$ cat config.mk
export PLATFORM = sky130hd
export DESIGN_NAME = config_cycle_router
export DESIGN_NICKNAME = d
export VERILOG_FILES = /design/src/inc/config_cycle_router_pkg.sv /design/src/core/lane_mask.sv /design/src/core/cfg_target_decode.sv /design/src/core/config_cycle_router.sv
export VERILOG_INCLUDE_DIRS = /design/src /design/src/inc
export SDC_FILE = /design/constraint.sdc
export NUM_CORES = 1
export LEC_CHECK = 0
export BUFFER_PORTS_ARGS = -buffer_cell sky130_fd_sc_hd__buf_2
export CORE_MARGIN = 10
export CORE_UTILIZATION = 46
export DETAILED_ROUTE_END_ITERATION = 12
export GPL_ROUTABILITY_DRIVEN = 0
export PLACE_DENSITY = 0.77
export SLEW_MARGIN = 20
export SYNTH_ARGS = -nofsm -noshare
export SYNTH_HDL_FRONTEND = slang
export SYNTH_SLANG_ARGS = --single-unit
$ cat constraint.sdc
create_clock -name clk -period 5.5 [get_ports clk]
set_input_delay 0.825 -clock clk [delete_from_list [all_inputs] [get_ports clk]]
set_output_delay 0.825 -clock clk [all_outputs]
set_load 0.1 [all_outputs]
$ cat src/inc/config_cycle_router_defines.svh
// Offsets, field positions, reset values and timing for the config router.
// Assumes host I/O addresses are 16-bit byte addresses.
`ifndef CONFIG_CYCLE_ROUTER_DEFINES_SVH
`define CONFIG_CYCLE_ROUTER_DEFINES_SVH

`define CCR_ADDR_PORT_IO   16'h0cf8
`define CCR_DATA_WINDOW_IO 16'h0cfc
`define CCR_ADDR_RST       32'h0000_0000
`define CCR_ADDR_WR_MASK   32'h80ff_fffc
`define CCR_ENABLE_BIT     31
`define CCR_BUS_HI         23
`define CCR_BUS_LO         16
`define CCR_DEV_HI         15
`define CCR_DEV_LO         11
`define CCR_FUNC_HI        10
`define CCR_FUNC_LO        8
`define CCR_REG_HI         7
`define CCR_REG_LO         2
`define CCR_ROOT_BUS       8'h00
`define CCR_DEV_HOST       5'h00
`define CCR_DEV_AGP        5'h01
`define CCR_DEV_GFX        5'h02
`define CCR_FUNC_ZERO      3'h0
`define CCR_FULL_DWORD     4'hf
`define CCR_ABORT_DATA     32'hffff_ffff
`define CCR_CLK_PERIOD_NS  10
`define CCR_ACK_TIMEOUT_NS 10000
`define CCR_ACK_TIMEOUT_CYC (`CCR_ACK_TIMEOUT_NS / `CCR_CLK_PERIOD_NS)

`endif

$ cat src/inc/config_cycle_router_pkg.sv
// Types shared by the configuration cycle router and its decoder.
// Constants live in the defines header.
package config_cycle_router_pkg;

  typedef enum logic [2:0] {
    TGT_INT   = 3'h0,
    TGT_HUB0  = 3'h1,
    TGT_HUB1  = 3'h2,
    TGT_AGP0  = 3'h3,
    TGT_AGP1  = 3'h4,
    TGT_ABORT = 3'h5
  } target_t;

  typedef enum logic [1:0] {
    HUB_IO   = 2'h0,
    HUB_CFG0 = 2'h1,
    HUB_CFG1 = 2'h2
  } hub_kind_t;

  typedef enum logic [1:0] {
    ST_IDLE = 2'b00,
    ST_BUSY = 2'b01
  } state_t;

  typedef struct packed {
    state_t    st;
    target_t   tgt;
    logic [31:0] addr_port;
    logic        io_rdy;
    logic        io_ack;
    logic        io_abort;
    logic [31:0] io_rdata;
    logic [7:0]  bus;
    logic [4:0]  dev;
    logic [2:0]  func;
    logic [5:0]  regn;
    logic [3:0]  be;
    logic        wr;
    logic [31:0] wdata;
    logic        int_req;
    logic [1:0]  int_dev;
    logic        hub_req;
    hub_kind_t   hub_kind;
    logic [15:0] hub_addr;
    logic        agp_req;
    logic        agp_type1;
    logic [15:0] agp_idsel;
    logic [10:0] tmo;
  } router_state_t;

endpackage

$ cat src/core/lane_mask.sv
// Keeps only the byte lanes named by a byte enable, zeroing the rest.
// Lane 0 is the lowest byte address, so fields stay little-endian.
`timescale 1ns/1ps
module lane_mask #(
  parameter int LANES = 4
) (
  // Lane selection
  input  wire logic [LANES-1:0]   be,
  // Data
  input  wire logic [8*LANES-1:0] din,
  output      logic [8*LANES-1:0] dout
);
  genvar i;
  generate
    for (i = 0; i < LANES; i++) begin : g_lane
      assign dout[8*i +: 8] = be[i] ? din[8*i +: 8] : 8'h00;
    end
  endgenerate
endmodule

$ cat src/core/cfg_target_decode.sv
// Chooses where a configuration cycle goes from bus, device and function.
// Assumes secondary and subordinate bus numbers come from the AGP bridge.
`timescale 1ns/1ps
`include "config_cycle_router_defines.svh"
module cfg_target_decode
  import config_cycle_router_pkg::*;
(
  // Address fields
  input  wire logic [7:0] bus,
  input  wire logic [4:0] dev,
  input  wire logic [2:0] func,
  // Bridge window
  input  wire logic [7:0] sec_bus,
  input  wire logic [7:0] sub_bus,
  // Result
  output      config_cycle_router_pkg::target_t tgt
);
  always_comb begin
    if (bus == `CCR_ROOT_BUS) begin
      if (dev <= `CCR_DEV_GFX) begin
        tgt = (func == `CCR_FUNC_ZERO) ? TGT_INT : TGT_ABORT;
      end else begin
        tgt = TGT_HUB0;
      end
    end else if (bus == sec_bus) begin
      tgt = TGT_AGP0;
    end else if (bus > sec_bus && bus <= sub_bus) begin
      tgt = TGT_AGP1;
    end else begin
      tgt = TGT_HUB1;
    end
  end
endmodule

$ cat src/core/config_cycle_router.sv
// Configuration cycle router: address port, data window and cycle routing.
// Assumes the host issues one I/O request at a time while io_ready is high,
// and that each far side answers a held request with a one-cycle ack.
//
// Behaviour
// - Decode bus bits 23:16 and device; bus zero means the root bus.
// - Root bus device 0 is host bridge, device 1 is AGP; fixed.
// - Root bus device 2 goes to internal graphics, never the hub link.
// - Cycles to the three internal devices complete inside, not on hub.
// - Root bus devices 3 to 31 go over the hub link as Type 0.
// - Bus zero with no internal target gives a hub link Type 0 cycle.
// - Nonzero bus equal to secondary bus gives AGP Type 0.
// - Bus above secondary, up to subordinate, gives AGP Type 1.
// - Bus below secondary or above subordinate gives hub link Type 1.
// - Byte, word, dword accesses allowed; address port only as dword.
// - Multi-byte fields are little-endian; low address holds low byte.
// - Address port is 32-bit read/write at 0CF8h, zero after reset.
// - Byte or word access to 0CF8h passes through as expansion I/O.
// - Address port bit 31 enables translation into config cycles.
// - Address port bits 30:24 are read-only zero.
// - Only the address/data port scheme, mechanism one, is offered.
// - Internal registers form three logical device register sets.
// - With enable set, data window accesses become config accesses.
// - Device 15:11, function 10:8, register 7:2; bits 1:0 reserved.
// - Internal devices answer only function zero; others master abort.
`timescale 1ns/1ps
`include "config_cycle_router_defines.svh"
module config_cycle_router
  import config_cycle_router_pkg::*;
#(
  parameter int ACK_TIMEOUT = `CCR_ACK_TIMEOUT_CYC
) (
  // Clock and reset
  input  wire logic        clk,
  input  wire logic        sys_rst,
  // Host I/O request
  input  wire logic        io_req,
  input  wire logic        io_write,
  input  wire logic [15:0] io_addr,
  input  wire logic [3:0]  io_be,
  input  wire logic [31:0] io_wdata,
  // Host I/O answer
  output      logic        io_ready,
  output      logic        io_ack,
  output      logic        io_abort,
  output      logic [31:0] io_rdata,
  // Cycle fields shared by all targets
  output      logic [7:0]  cyc_bus,
  output      logic [4:0]  cyc_dev,
  output      logic [2:0]  cyc_func,
  output      logic [5:0]  cyc_reg,
  output      logic [3:0]  cyc_be,
  output      logic        cyc_write,
  output      logic [31:0] cyc_wdata,
  // Internal logical devices
  output      logic        int_req,
  output      logic [1:0]  int_dev,
  input  wire logic        int_ack,
  input  wire logic [31:0] int_rdata,
  // Hub link
  output      logic        hub_req,
  output      config_cycle_router_pkg::hub_kind_t hub_kind,
  output      logic [15:0] hub_addr,
  input  wire logic        hub_ack,
  input  wire logic        hub_abort,
  input  wire logic [31:0] hub_rdata,
  // AGP bridge
  output      logic        agp_req,
  output      logic        agp_type1,
  output      logic [15:0] agp_idsel,
  input  wire logic        agp_ack,
  input  wire logic        agp_abort,
  input  wire logic [31:0] agp_rdata,
  // Bus window of the AGP bridge
  input  wire logic [7:0]  sec_bus,
  input  wire logic [7:0]  sub_bus
);
  import config_cycle_router_pkg::*;

  localparam logic [10:0] TMO_LAST = 11'(ACK_TIMEOUT - 1);

  router_state_t s_reg;
  router_state_t s_next;

  target_t     dec_tgt;
  logic [31:0] resp_raw;
  logic [31:0] resp_masked;
  logic [31:0] port_masked;
  logic        hit_addr_port;
  logic        hit_data_win;
  logic        enabled;
  logic        far_ack;
  logic        far_abort;

  // Fields come straight from the held address port
  cfg_target_decode u_decode (
    .bus     (s_reg.addr_port[`CCR_BUS_HI:`CCR_BUS_LO]),
    .dev     (s_reg.addr_port[`CCR_DEV_HI:`CCR_DEV_LO]),
    .func    (s_reg.addr_port[`CCR_FUNC_HI:`CCR_FUNC_LO]),
    .sec_bus (sec_bus),
    .sub_bus (sub_bus),
    .tgt     (dec_tgt)
  );

  // Answer data of the side named by the held config target; plain I/O does not update it
  always_comb begin
    case (s_reg.tgt)
      TGT_INT:  resp_raw = int_rdata;
      TGT_AGP0: resp_raw = agp_rdata;
      TGT_AGP1: resp_raw = agp_rdata;
      default:  resp_raw = hub_rdata;
    endcase
  end

  // Only requested lanes reach the host
  lane_mask #(
    .LANES (4)
  ) u_resp_mask (
    .be   (s_reg.be),
    .din  (resp_raw),
    .dout (resp_masked)
  );

  lane_mask #(
    .LANES (4)
  ) u_port_mask (
    .be   (io_be),
    .din  (s_reg.addr_port),
    .dout (port_masked)
  );

  // Dword-aligned decode; byte lanes come from io_be
  assign hit_addr_port =
    io_addr[15:2] == 14'(`CCR_ADDR_PORT_IO >> 2);
  assign hit_data_win  =
    io_addr[15:2] == 14'(`CCR_DATA_WINDOW_IO >> 2);
  assign enabled       = s_reg.addr_port[`CCR_ENABLE_BIT];

  assign far_ack = (s_reg.int_req & int_ack) |
                   (s_reg.hub_req & hub_ack) |
                   (s_reg.agp_req & agp_ack);
  assign far_abort = (s_reg.hub_req & hub_abort) |
                     (s_reg.agp_req & agp_abort);

  always_comb begin
    s_next        = s_reg;
    s_next.io_ack = 1'b0;
    case (s_reg.st)
      ST_IDLE: begin
        s_next.io_rdy = 1'b1;
        if (io_req) begin
          s_next.be       = io_be;
          s_next.wr       = io_write;
          s_next.wdata    = io_wdata;
          s_next.io_abort = 1'b0;
          s_next.tmo      = '0;
          if (hit_addr_port && io_be == `CCR_FULL_DWORD) begin
            // Only a whole dword touches the address port
            if (io_write) begin
              s_next.addr_port = io_wdata & `CCR_ADDR_WR_MASK;
            end
            s_next.io_rdata = port_masked;
            s_next.io_ack   = 1'b1;
          end else if (hit_data_win && enabled) begin
            // Address port decode into a config cycle
            s_next.bus  = s_reg.addr_port[`CCR_BUS_HI:`CCR_BUS_LO];
            s_next.dev  = s_reg.addr_port[`CCR_DEV_HI:`CCR_DEV_LO];
            s_next.func = s_reg.addr_port[`CCR_FUNC_HI:`CCR_FUNC_LO];
            s_next.regn = s_reg.addr_port[`CCR_REG_HI:`CCR_REG_LO];
            s_next.tgt  = dec_tgt;
            case (dec_tgt)
              TGT_INT: begin
                // Confined to the chip; hub link stays quiet
                s_next.int_req = 1'b1;
                s_next.int_dev =
                  s_reg.addr_port[`CCR_DEV_LO+1:`CCR_DEV_LO];
                s_next.io_rdy  = 1'b0;
                s_next.st      = ST_BUSY;
              end
              TGT_HUB0: begin
                s_next.hub_req  = 1'b1;
                s_next.hub_kind = HUB_CFG0;
                s_next.io_rdy   = 1'b0;
                s_next.st       = ST_BUSY;
              end
              TGT_HUB1: begin
                s_next.hub_req  = 1'b1;
                s_next.hub_kind = HUB_CFG1;
                s_next.io_rdy   = 1'b0;
                s_next.st       = ST_BUSY;
              end
              TGT_AGP0: begin
                // Device 16 and up selects no line; the bridge aborts
                s_next.agp_req   = 1'b1;
                s_next.agp_type1 = 1'b0;
                s_next.agp_idsel =
                  s_reg.addr_port[`CCR_DEV_HI] ? 16'h0000 :
                  16'h0001 << s_reg.addr_port[`CCR_DEV_HI-1:`CCR_DEV_LO];
                s_next.io_rdy    = 1'b0;
                s_next.st        = ST_BUSY;
              end
              TGT_AGP1: begin
                s_next.agp_req   = 1'b1;
                s_next.agp_type1 = 1'b1;
                s_next.agp_idsel = 16'h0000;
                s_next.io_rdy    = 1'b0;
                s_next.st        = ST_BUSY;
              end
              default: begin
                // Nonzero function on an internal device
                s_next.io_abort = 1'b1;
                s_next.io_rdata = `CCR_ABORT_DATA;
                s_next.io_ack   = 1'b1;
              end
            endcase
          end else begin
            // Everything else, including a disabled window, is plain I/O
            s_next.hub_req  = 1'b1;
            s_next.hub_kind = HUB_IO;
            s_next.hub_addr = io_addr;
            s_next.io_rdy   = 1'b0;
            s_next.st       = ST_BUSY;
          end
        end
      end
      ST_BUSY: begin
        s_next.tmo = s_reg.tmo + 11'h001;
        if (far_ack) begin
          s_next.int_req  = 1'b0;
          s_next.hub_req  = 1'b0;
          s_next.agp_req  = 1'b0;
          s_next.io_abort = far_abort;
          s_next.io_rdata = far_abort ? `CCR_ABORT_DATA : resp_masked;
          s_next.io_ack   = 1'b1;
          s_next.io_rdy   = 1'b1;
          s_next.st       = ST_IDLE;
        end else if (s_reg.tmo == TMO_LAST) begin
          // A silent far side must not hang the host forever
          s_next.int_req  = 1'b0;
          s_next.hub_req  = 1'b0;
          s_next.agp_req  = 1'b0;
          s_next.io_abort = 1'b1;
          s_next.io_rdata = `CCR_ABORT_DATA;
          s_next.io_ack   = 1'b1;
          s_next.io_rdy   = 1'b1;
          s_next.st       = ST_IDLE;
        end
      end
      default: begin
        s_next.st = ST_IDLE;
      end
    endcase
  end

  always_ff @(posedge clk or posedge sys_rst) begin
    if (sys_rst) begin
      s_reg           <= '0;
      s_reg.addr_port <= `CCR_ADDR_RST;
    end else begin
      s_reg <= s_next;
    end
  end

  // Every output is a field of the registered state
  assign io_ready  = s_reg.io_rdy;
  assign io_ack    = s_reg.io_ack;
  assign io_abort  = s_reg.io_abort;
  assign io_rdata  = s_reg.io_rdata;
  assign cyc_bus   = s_reg.bus;
  assign cyc_dev   = s_reg.dev;
  assign cyc_func  = s_reg.func;
  assign cyc_reg   = s_reg.regn;
  assign cyc_be    = s_reg.be;
  assign cyc_write = s_reg.wr;
  assign cyc_wdata = s_reg.wdata;
  assign int_req   = s_reg.int_req;
  assign int_dev   = s_reg.int_dev;
  assign hub_req   = s_reg.hub_req;
  assign hub_kind  = s_reg.hub_kind;
  assign hub_addr  = s_reg.hub_addr;
  assign agp_req   = s_reg.agp_req;
  assign agp_type1 = s_reg.agp_type1;
  assign agp_idsel = s_reg.agp_idsel;

endmodule

==> results of run 1 <==
[stage by stage]
stage	worst slack, ns	total power [mW]	area, um2
global placement	1.74	5.41	9890
detailed placement	1.59	5.46	9890
CTS	2.03	6.68	10500
floorplan	0.0149	5.24	9060
global route	1.66	6.91	10500
finish	2.00	6.65	10500
[layer usage]
layer | wire length, um | track usage (%) | vias to the layer above
li1 | - | - | 3550
met1 | 11900 | 27.3 | 3632
met4 | 711 | 7.01 | 0
met2 | 13900 | 34.2 | 304
met5 | 0 | 0 | -
met3 | 2230 | 6.31 | 33
[placed cells by master (no fill, tap or decap), types with 3 or more instances in the layout]
master     instances
buf_2            306
nand2_1          242
dfrtp_1          172
o21ai_0           45
a21oi_1           41
mux2_2            39
inv_1             25
nor2_1            22
nand4_1           19
a22oi_1           18
ha_1              17
clkbuf_16         17
a22o_1            16
a221oi_1          16
o211ai_1          15
nand3_1           12
a21o_1            11
buf_4             10
o21a_1             9
nor4_1             8
a221o_1            7
inv_6              7
nor3_1             6
nor2b_1            4
o31ai_1            4
or2_2              4
a211o_1            3
inv_8              3
[how the worst max path moves through the flow]
stage                     startpoint                       end  depth (start not counted)
after global placement    io_addr[8]  io_rdata[10]$_DFFE_PP0P_                          7
after floorplan              sys_rst  agp_idsel[0]$_DFFE_PP0P_                          1
final                     io_addr[8]  io_rdata[14]$_DFFE_PP0P_                          7
after detailed placement  io_addr[8]  io_rdata[14]$_DFFE_PP0P_                          7
after global routing      io_addr[8]  io_rdata[13]$_DFFE_PP0P_                          7
after CTS                 io_addr[8]  io_rdata[14]$_DFFE_PP0P_                          7
[power by group through the flow]
stage	sequential (mW)	clock (mW)	combinational [mW]
floorplan	1.89	0	3.35
global placement	1.83	0	3.58
detailed placement	1.84	0	3.61
CTS	1.83	1.24	3.61
global route	1.88	1.30	3.73
finish	1.83	1.22	3.59
[kinds of logic (layout without fill, tap and decap cells)]
group                      after synthesis  after routing  synth area share, %
xor gates and xnor gates                 2              2                0.193
DFF                                    172            172                 47.5
AOI/OAI and AO/OA                      196            196                 14.7
adders and majority gates               17             17                 2.35
and+or+nand+nor                        342            342                 16.6
other                                    0              2                    0
muxes                                   39             39                 4.84
buffers and inverters                  205            375                 13.8
[layout make-up]
cell class | count | area (um2)
clock buffers | 19 | 443
diodes | 2 | 5.00
inverters | 27 | 108
well taps | 265 | 332
flip-flops and latches | 172 | 4300
repair buffers | 316 | 1610
clock inverters | 13 | 148
fillers | 1801 | 8910
multi-input cells | 596 | 3540
[worst max-delay path: cells and delay by family]
kind            cells  cell delay, ns
simple gates        4            2.34
compound gates      2            0.51
buf+inv             1            0.11
==> impl_results.md, run 1 <==
- Largest net degree at the start of global routing: 65
- Grt total ovfl: 0
- Core Region: 19400 um2
- Sw frac: 57.6%
- Pint: 2.82 mW
- CP max-delay cell: nor3_4
- Iter 0 DRT Violations: 650
- Finished Layout Cells: 1410
- Sequential area share after synthesis: 47.5%
- Critical Path Max Stage Delay: 0.98 ns
- Root Driver: clkbuf_16
- Critical R2R Capture: io_rdata[28]$_DFFE_PP0P_
- P_sw: 3.83 mW
- Data arrival, critical path: between 3 and 4 ns
- WL final: 28800 um
- Die width: roughly 160 um
- First-pass iteration count of the detailed router: 5
- Power per cell area: 634 nW/um2
- Post-synthesis async set-or-reset flop share: between 90% and 100%
- Synthesized Nets: 1163
- Total CTS buffers: 17
- Syn Inst Count: 973
- Crit-path max FO: 25
- Tmin final: around 3.5 ns
- Tot GR Track Use: about 21%
- Hold Path Sink: cyc_dev[1]$_DFFE_PP0P_
- DRC Markers: 0
- Initial antenna violation count: 2
- Ports: 307
- Max cap viols: 0
- Hold slack: approximately 0.47 ns
- Post-CTS Setup Repair Bufs: 0
- Vias/cell: 5.33
- CTS tree: built
- Routed length per instance: 20.4 um
- Static Leak: 5.55 nW
- Post-synthesis register bit count: 172
- Reg2Reg Setup Slack: 2.16 ns
- Sequential share of power: about 28%
- Post_cts resized: 0
- H-tree levels: 4
- Hold-fix buffers, CTS: 0
- Mapped cell area: 9060 um2
- WS Path Type: input pin to flop
- Worst Clk Skew: 0.0123 ns
- Slew @ Worst Pin: 1.10 ns
- Max Fclk: 286 MHz
- First-pass GRT wire length: 43700 um
- Antenna-violating nets left: 0
- Clock transition at path regs: ~0.070 ns
- Top-area cell type share of the netlist area: around 47%
- Hpwl dp: 22200 um
- Status: finished, final reports clean
- Number of synthesized flops with an enable pin: 0
- Initial Util: 46.7%
- Routed vias: around 7500
- Worst skew pair latency: 0.43 ns
- Die area: between 20000 and 30000 um2
- Total negative slack: 0 ns
- Vias in the first global route: 7523
- Worst Setup End Kind: flop
- Final core utilization: around 54%
- Die Ht: 160 um
- Type of origin of the critical path: input pin
- Final Hold Fails: 0
- Placed cells: 1376
- Hold Crit Class: flop to flop
- CTS Sinks: 172
- Site row count: 51
- RSZ-0062 raised after global routing: no
- RR Startpoint: s_reg[168]$_DFFE_PP0P_
- HP Start: cyc_dev[1]$_DFFE_PP0P_
- Fin nets: 1320
- Final slew viol count: 0
- Top FF cell, synth: dfrtp_1
- Required time of the critical path: 5.78 ns
- Avg Inst Size Synth: roughly 9.3 um2
- Synth cell types: 54
- Rel. slew slack: a little over a quarter
- Final Cycle Share: 63.6%
- Top cells by count, synth: nand2_1 (243), dfrtp_1 (172), buf_4 (126), clkbuf_1 (48), o21ai_0 (45)
- Hold depth: 2
- CP Cell Sequence: buf_2 > nor4bb_1 > nand4b_1 > nor3_4 > nor2_1 > a221oi_1 > o21ai_0
- Worst r2r path cells: 7
- Largest area contributor in the netlist: dfrtp_1
- Clock Power Share: 18.4%
- Clock Path Buffers: 2
- Max VDD drop: 0.000637 V
- Synth Warn #: 0
- Combinational Power Share: 54.0%
- # setup viols final: 0
- Largest register FFs: 37
- # port buffers: 306
- Area grow syn2layout: 15.7%
- Share of post-route cells with drive strength above 1: 35.6%
- Top cells by area, synth: dfrtp_1 (47%), buf_4 (10%), nand2_1 (10%), mux2_2 (4.8%), o21ai_0 (2.5%)
- Top-count cell post-synth: nand2_1
Power figures use the tool's default switching activity.
==> inputs of run 2 (changes only) <==
- CORE_UTILIZATION: 46 -> 51
- PLACE_DENSITY: 0.77 -> 0.81
- clock period: 5.5 -> 3.3 ns (I/O delays scaled with it)
==> run 2 against run 1 <==
Compared with the run above: clock skew is essentially flat; die area shrank 8.6%; first-iteration DRC count grew 1.5%; global-route usage grew 2.2 points; final area grew 0.82%; sequential share of layout area shrank 0.34 points; power grew 66%; register-to-register slack lost 1.5 ns; sequential power grew 67%; critical endpoint is now io_rdata[5]$_DFFE_PP0P_; highest routed layer unchanged.
==> impl_results.md, run 2 (synthesis gave the netlist of run 1 again) <==
- Worst Setup End Kind: flop
- Final Cycle Share: 79.5%
- Tot GR Track Use: 23.6% (+2.2 points)
- First-pass GRT wire length: 44300 um (+1.3%)
- Post_cts resized: 0 (unchanged)
- Required time of the critical path: 3.61 ns (-2.17 ns)
- Uppermost routed layer: met4
- Most frequent cells in the layout: buf_2 (306), nand2_1 (242), dfrtp_1 (172)
- Critical R2R Capture: io_rdata[5]$_DFFE_PP0P_
- Worst r2r path cells: 6 (-1)
- Area grow syn2layout: 16.6%
- Hold Crit Class: input pin to async pin
- Static Leak: 5.64 nW (+1.6%)
- Most common cell after layout, fill and taps aside: buf_2
- Data arrival, critical path: 2.93 ns (-0.85 ns)
- Total negative slack: 0 ns (unchanged)
- # setup viols final: 0 (unchanged)
- Iter 0 DRT Violations: 660 (+1.5%)
- H-tree levels: 4 (unchanged)
- Setup WS post-layout: 0.675 ns (-1.32 ns)
- Max VDD drop: 0.000927 V (+46%)
- Max Fclk: 381 MHz
- Initial antenna violation count: 2 (unchanged)
- Crit-path max FO: 9 (-64%)
- Vias in the first global route: 7863 (+4.5%)
- Die Ht: 153 um (-4.4%)
- Final slew viol count: 0 (unchanged)
- Routed length on met3: 2350 um (+5.4%)
- RR Startpoint: s_reg[164]$_DFFE_PP0P_
- Routed vias: 7716 (+2.6%)
- Worst skew pair latency: 0.43 ns (about the same)
- Placed cells: 1352 (-1.7%)
- Type of origin of the critical path: flop
- Antenna-violating nets left: 0 (unchanged)
- Ports: 307 (unchanged)
- Max cap viols: 0 (unchanged)
- DRC Markers: 0 (unchanged)
- Slew @ Worst Pin: 0.695 ns (-0.407 ns)
- Setup WS pre-CTS: 0.637 ns (-0.957 ns)
- Clock transition at path regs: 0.07 ns (about the same)
- Largest net degree at the start of global routing: 67 (+3.1%)
- Die width: 153 um (-4.4%)
- Final Hold Fails: 0 (unchanged)
- WL met1: 11200 um (-6.1%)
- Grt total ovfl: 0 (unchanged)
- CTS tree: built
- Routed length per instance: 20.7 um (+1.3%)
- Power per cell area: 1040 nW/um2 (+65%)
- RSZ-0062 raised after global routing: no
- Reg2Reg Setup Slack: 0.68 ns (-1.48 ns)
- CTS Sinks: 172 (unchanged)
- Initial Util: 52.2% (+5.5 points)
- Finished Layout Cells: 1386 (-1.7%)
- Rel. slew slack: 53.7% (+27 points)
- WL final: 28700 um (-0.45%)
- Hpwl dp: 22000 um (-0.97%)
- # port buffers: 306 (unchanged)
- Total CTS buffers: 17 (unchanged)
- Root Driver: clkbuf_16
- Largest register FFs: 37 (unchanged)
- Post-CTS Setup Repair Bufs: 0 (unchanged)
- Tmin final: 2.62 ns
- Vias/cell: 5.57 (+4.4%)
- Worst Clk Skew: 0.0119 ns (-0.000383 ns)
- Die area: 23500 um2 (-8.6%)
- Core Region: 17400 um2 (-11%)
- Fin nets: 1336 (+1.2%)
- Share of post-route cells with drive strength above 1: 36.6% (+0.98 points)
- WS Path Type: flop to flop
- Clock Path Buffers: 2 (unchanged)
- Status: finished, final reports clean
- Hold-fix buffers, CTS: 0 (unchanged)
- DR WL met2: 14300 um (+2.5%)
- First-pass iteration count of the detailed router: 5 (unchanged)
- Site row count: 48 (-5.9%)
[run 2: cell count changes in the layout (fill, tap and decap cells not counted)]
| cell | previous run | this run |
|---|---|---|
| buf_4 | 10 | 24 |
| buf_12 | 0 | 2 |
| clkinv_4 | 0 | 2 |
| inv_6 | 7 | 5 |
| bufinv_16 | 1 | 0 |
| clkbuf_1 | 1 | 0 |
| clkinv_2 | 1 | 2 |
| clkinv_8 | 1 | 2 |
| clkinvlp_4 | 2 | 1 |
| inv_8 | 3 | 4 |
[run 2: metal layers]
metal	GRT usage [%]	up-vias
met5	0	-
met4	9.08	0
met3	6.34	51
met2	39.3	348
met1	28.5	3733
li1	-	3584
[run 2: final cells by class]
type | instances | area, um2
fillers | 1492 | 6780
diodes | 2 | 5.00
repair buffers | 332 | 1750
well taps | 225 | 282
clock inverters | 14 | 144
clock buffers | 18 | 439
multi-input cells | 596 | 3540
inverters | 27 | 106
flip-flops and latches | 172 | 4300
[run 2: worst max path at each step]
stage / start / to / slack, ns / cells past startpoint
floorplan: sys_rst / agp_idsel[0]$_DFFE_PP0P_ / 0.61 / 1
global placement: int_ack / io_rdata[6]$_DFFE_PP0P_ / 0.69 / 8
detailed placement: int_ack / io_rdata[6]$_DFFE_PP0P_ / 0.64 / 8
CTS: s_reg[164]$_DFFE_PP0P_ / io_rdata[6]$_DFFE_PP0P_ / 0.71 / 6
global route: s_reg[4]$_DFFE_PP0P_ / io_rdata[19]$_DFFE_PP0P_ / 0.54 / 7
finish: s_reg[164]$_DFFE_PP0P_ / io_rdata[5]$_DFFE_PP0P_ / 0.68 / 6
[run 2: power by group]
group          switching [mW]  internal (mW)
clock network           0.934           1.03
registers               0.379           2.68
logic                    5.07          0.947
total                    6.38           4.65
[run 2: stage by stage]
| stage | total power [mW] | instance area [um2] | hold WS, ns | util [%] |
|---|---|---|---|---|
| after floorplan | 8.73 | 9070 | 0.446 | - |
| after global placement | 9.04 | 9980 | 0.451 | 57.5 |
| after detailed placement | 9.13 | 9980 | 0.457 | 57.5 |
| after CTS | 11.1 | 10600 | 0.0903 | 60.9 |
| after global routing | 11.5 | 10600 | 0.110 | 60.9 |
| final | 11.0 | 10600 | 0.0876 | 60.9 |
[run 2: critical path: stages, from the launching register on]
cell and delay, ns:
dfrtp_1 0.46, or4_1 0.60, or4_4 0.60, nor4_4 0.28, nor3_4 0.07, buf_4 0.19, a221o_1 0.30
==> inputs of run 3 (changes only) <==
- CORE_UTILIZATION: 51 -> 46
- PLACE_DENSITY: 0.81 -> 0.77
- clock period: 3.3 -> 2.1 ns (I/O delays scaled with it)
==> run 3 against run 2 <==
Compared with the run above: the run now ends with setup timing left; global-route usage decreased by 0.93 points; count of clock-buffer cells in the layout increased by 1; sequential share of layout area shrank 3.9 points; combinational power increased by 64%; critical path depth up 5; critical path type unchanged; critical endpoint is now agp_idsel[3]$_DFFE_PP0P_; largest cell class unchanged; largest power group unchanged; highest routed layer unchanged.
==> impl_results.md, run 3 (synthesis gave the netlist of run 1 again) <==
- Power per cell area: 1530 nW/um2 (+47%)
- Clock Power Share: 18.1% (+0.3 points)
- Root Driver: clkbuf_16
- Final Cycle Share: 116% (+37 points)
- Final slew viol count: 0 (unchanged)
- Die Ht: 160 um (+4.6%)
- Most frequent cells in the layout: buf_2 (306), nand2_1 (238), dfrtp_1 (172)
- Rel. slew slack: 52.0% (-1.7 points)
- Top Usage Layer GRT: met2
- HP Start: io_wdata[30]
- Antenna-violating nets left: 0 (unchanged)
- Pint: 7.77 mW (+67%)
- Clock Path Buffers: 2 (unchanged)
- Max VDD drop: 0.00142 V (+53%)
- # setup viols final: 57 (+57)
- Sw frac: 56.6% (-1.2 points)
- RR Startpoint: s_reg[162]$_DFFE_PP0P_
- First-pass iteration count of the detailed router: 8 (+3)
- DRC Markers: 0 (unchanged)
- Data arrival, critical path: 2.76 ns (-0.17 ns)
- # port buffers: 306 (unchanged)
- Worst Setup End Kind: flop
- Worst skew pair latency: 0.43 ns (about the same)
- Vias/cell: 5.38 (-3.4%)
- Die width: 160 um (+4.6%)
- Hpwl dp: 23300 um (+5.9%)
- Post-DP Area: 10600 um2 (+6.4%)
- Routed length per instance: 20.2 um (-2.5%)
- Reg2Reg Setup Slack: -0.34 ns (-1.02 ns)
- Site row count: 51 (+6.3%)
- Type of origin of the critical path: flop
- Largest net degree at the start of global routing: 46 (-31%)
- WP buf/inv: 4 (+3)
- Setup WS post-layout: -0.342 ns (-1.02 ns)
- Final Hold Fails: 0 (unchanged)
- Max Fclk: 410 MHz (+7.5%)
- WL final: 30500 um (+6.5%)
- Core Region: 19400 um2 (+12%)
- Required time of the critical path: 2.41 ns (-1.20 ns)
- WS Path Type: flop to flop
- Crit-path most repeated cell: buf_6
- Power, Total: 17.9 mW (+62%)
- Iter 0 DRT Violations: 776 (+18%)
- Vias in the first global route: 8422 (+7.1%)
- RSZ-0062 raised after global routing: yes
- Hold depth: 3
- Critical R2R Capture: agp_idsel[3]$_DFFE_PP0P_
- Worst r2r path cells: 11 (+5)
- Grt total ovfl: 0 (unchanged)
- Hold Crit Class: input pin to flop
- Hold Path Sink: cyc_wdata[30]$_DFFE_PP0P_
- H-tree levels: 4 (unchanged)
- CP delay by family, top: compound AO/OA/AOI/OAI gates
- Routed vias: 8136 (+5.4%)
- CTS tree: built
- Clock transition at path regs: 0.07 ns (about the same)
- Sequential share of power: 26.7% (-1.0 points)
- Static Leak: 6.16 nW (+9.3%)
- Crit-path max FO: 5 (-4)
- Final instance area: 11700 um2 (+11%)
- Largest register FFs: 37 (unchanged)
- Footprint of the multi-input gates: 3810 um2 (+7.5%)
- CP max-delay cell: dfrtp_1
- Total CTS buffers: 17 (unchanged)
- Register area: 4300 um2 (unchanged)
- Met1 Use GR: 26.6% (-1.9 points)
- Initial antenna violation count: 0 (-2)
- Area grow syn2layout: 29.0%
- Met3 Usage GRT: 7.18% (+0.84 points)
- P_sw: 10.1 mW (+59%)
- Max cap viols: 0 (unchanged)
- CP Cell Sequence: buf_6 > ha_4 > nor2b_1 > o211ai_1 > a211oi_2 > a211o_4 > buf_6 > a211oi_4 > buf_4 > buf_6 > o21ai_1
- Met2 Track Usage GR: 37.6% (-1.8 points)
- Filler cell count: 1643 (+10%)
- CTS Sinks: 172 (unchanged)
- Combinational Power Share: 55.3% (+0.8 points)
- Fin nets: 1425 (+6.7%)
- Worst Clk Skew: 0.00884 ns (-0.00305 ns)
- Ports: 307 (unchanged)
- Initial Util: 46.7% (-5.5 points)
- First-pass GRT wire length: 46600 um (+5.2%)
- Slew @ Worst Pin: 0.720 ns (+0.0251 ns)
- Critical Path Max Stage Delay: 0.40 ns (-0.20 ns)
- ANT cells: 0 (-2)
- Tmin final: 2.44 ns (-0.183 ns)
- Share of post-route cells with drive strength above 1: 43.3% (+6.7 points)
- Failing checks: setup timing
- Status: complete, but fails checks
- Crit. path cell count: 11 (+5)
- Die area: 25700 um2 (+9.4%)
- Tot GR Track Use: 22.7% (-0.93 points)
- Most common cell after layout, fill and taps aside: buf_2
## run 3: changes by cell type in the layout (fill, tap and decap cells not counted), sizes merged
cell,change
diode,-2
nor3,+1
inv,-2
a21oi,+2
dlygate4sd3,+1
a211o,+1
bufinv,+2
clkbuf,+1
buf,+83
## run 3: layer usage
| metal | wire length (um) | vias to the layer above | part of all wire (%) |
|---|---|---|---|
| li1 | - | 3768 | - |
| met1 | 11900 | 3957 | 39 |
| met2 | 15000 | 342 | 49 |
| met3 | 2430 | 69 | 8.0 |
| met4 | 1210 | 0 | 4.0 |
| met5 | 0 | - | 0 |
## run 3: worst register-to-register path, cell delays in order (launching register included)
cell and delay, ns:
dfrtp_1 0.40, buf_6 0.15, ha_4 0.22, nor2b_1 0.16, o211ai_1 0.25, a211oi_2 0.12
a211o_4 0.30, buf_6 0.14, a211oi_4 0.26, buf_4 0.16, buf_6 0.10, o21ai_1 0.06
## run 3: area by class of cell
cell class	instances	share of cell area, %
Tap cell	265	2.83
Timing Repair inverter	1	0.0535
Multi-Input combinational cell	600	32.5
Sequential cell	172	36.8
Clock inverter	13	1.32
Inverter	27	0.941
Timing Repair Buffer	416	21.7
Clock buffer	19	3.79
## run 3: worst max path at each step
stage                           start                  endpoint  slack [ns]
2_1_floorplan     hub_req$_DFFE_PP0P_  io_rdata[24]$_DFFE_PP0P_       -0.54
3_3_place_gp                  int_ack   io_rdata[4]$_DFFE_PP0P_       -0.43
3_5_place_dp                  int_ack   io_rdata[7]$_DFFE_PP0P_       -0.62
4_1_cts        s_reg[162]$_DFFE_PP0P_   io_rdata[6]$_DFFE_PP0P_       -0.25
5_1_grt        s_reg[165]$_DFFE_PP0P_  agp_idsel[3]$_DFFE_PP0P_       -0.40
6_report       s_reg[162]$_DFFE_PP0P_  agp_idsel[3]$_DFFE_PP0P_       -0.34
## run 3: timing repair
action,CTS,global route
cloned,4,2
hold endpoints to repair,18,0
pin swaps,25,18
setup buffers,11,10
hold buffers,1,0
setup endpoints to repair,61,62
resized for setup,46,40
## run 3: power groups by stage
stage,Clock (mW),Sequential (mW),Combinational (mW)
2_1_floorplan,0,4.94,8.78
3_3_place_gp,0,4.75,9.61
3_5_place_dp,0,4.79,9.71
4_1_cts,3.27,4.75,9.85
5_1_grt,3.41,4.87,10.3
6_report,3.23,4.77,9.89
## run 3: per-stage QoR
step	utilization [%]	instances	hold slack, ns	TNS (ns)	worst slack, ns
after global routing	60.3	1513	0.0785	-16.33	-0.397
final	60.3	1513	0.0705	-13.13	-0.342
after global placement	54.8	1455	0.430	-12.72	-0.429
after floorplan	-	973	0.420	-84.19	-0.543
after detailed placement	54.8	1455	0.432	-19.59	-0.621
after CTS	59.3	1503	0.0581	-9.70	-0.247
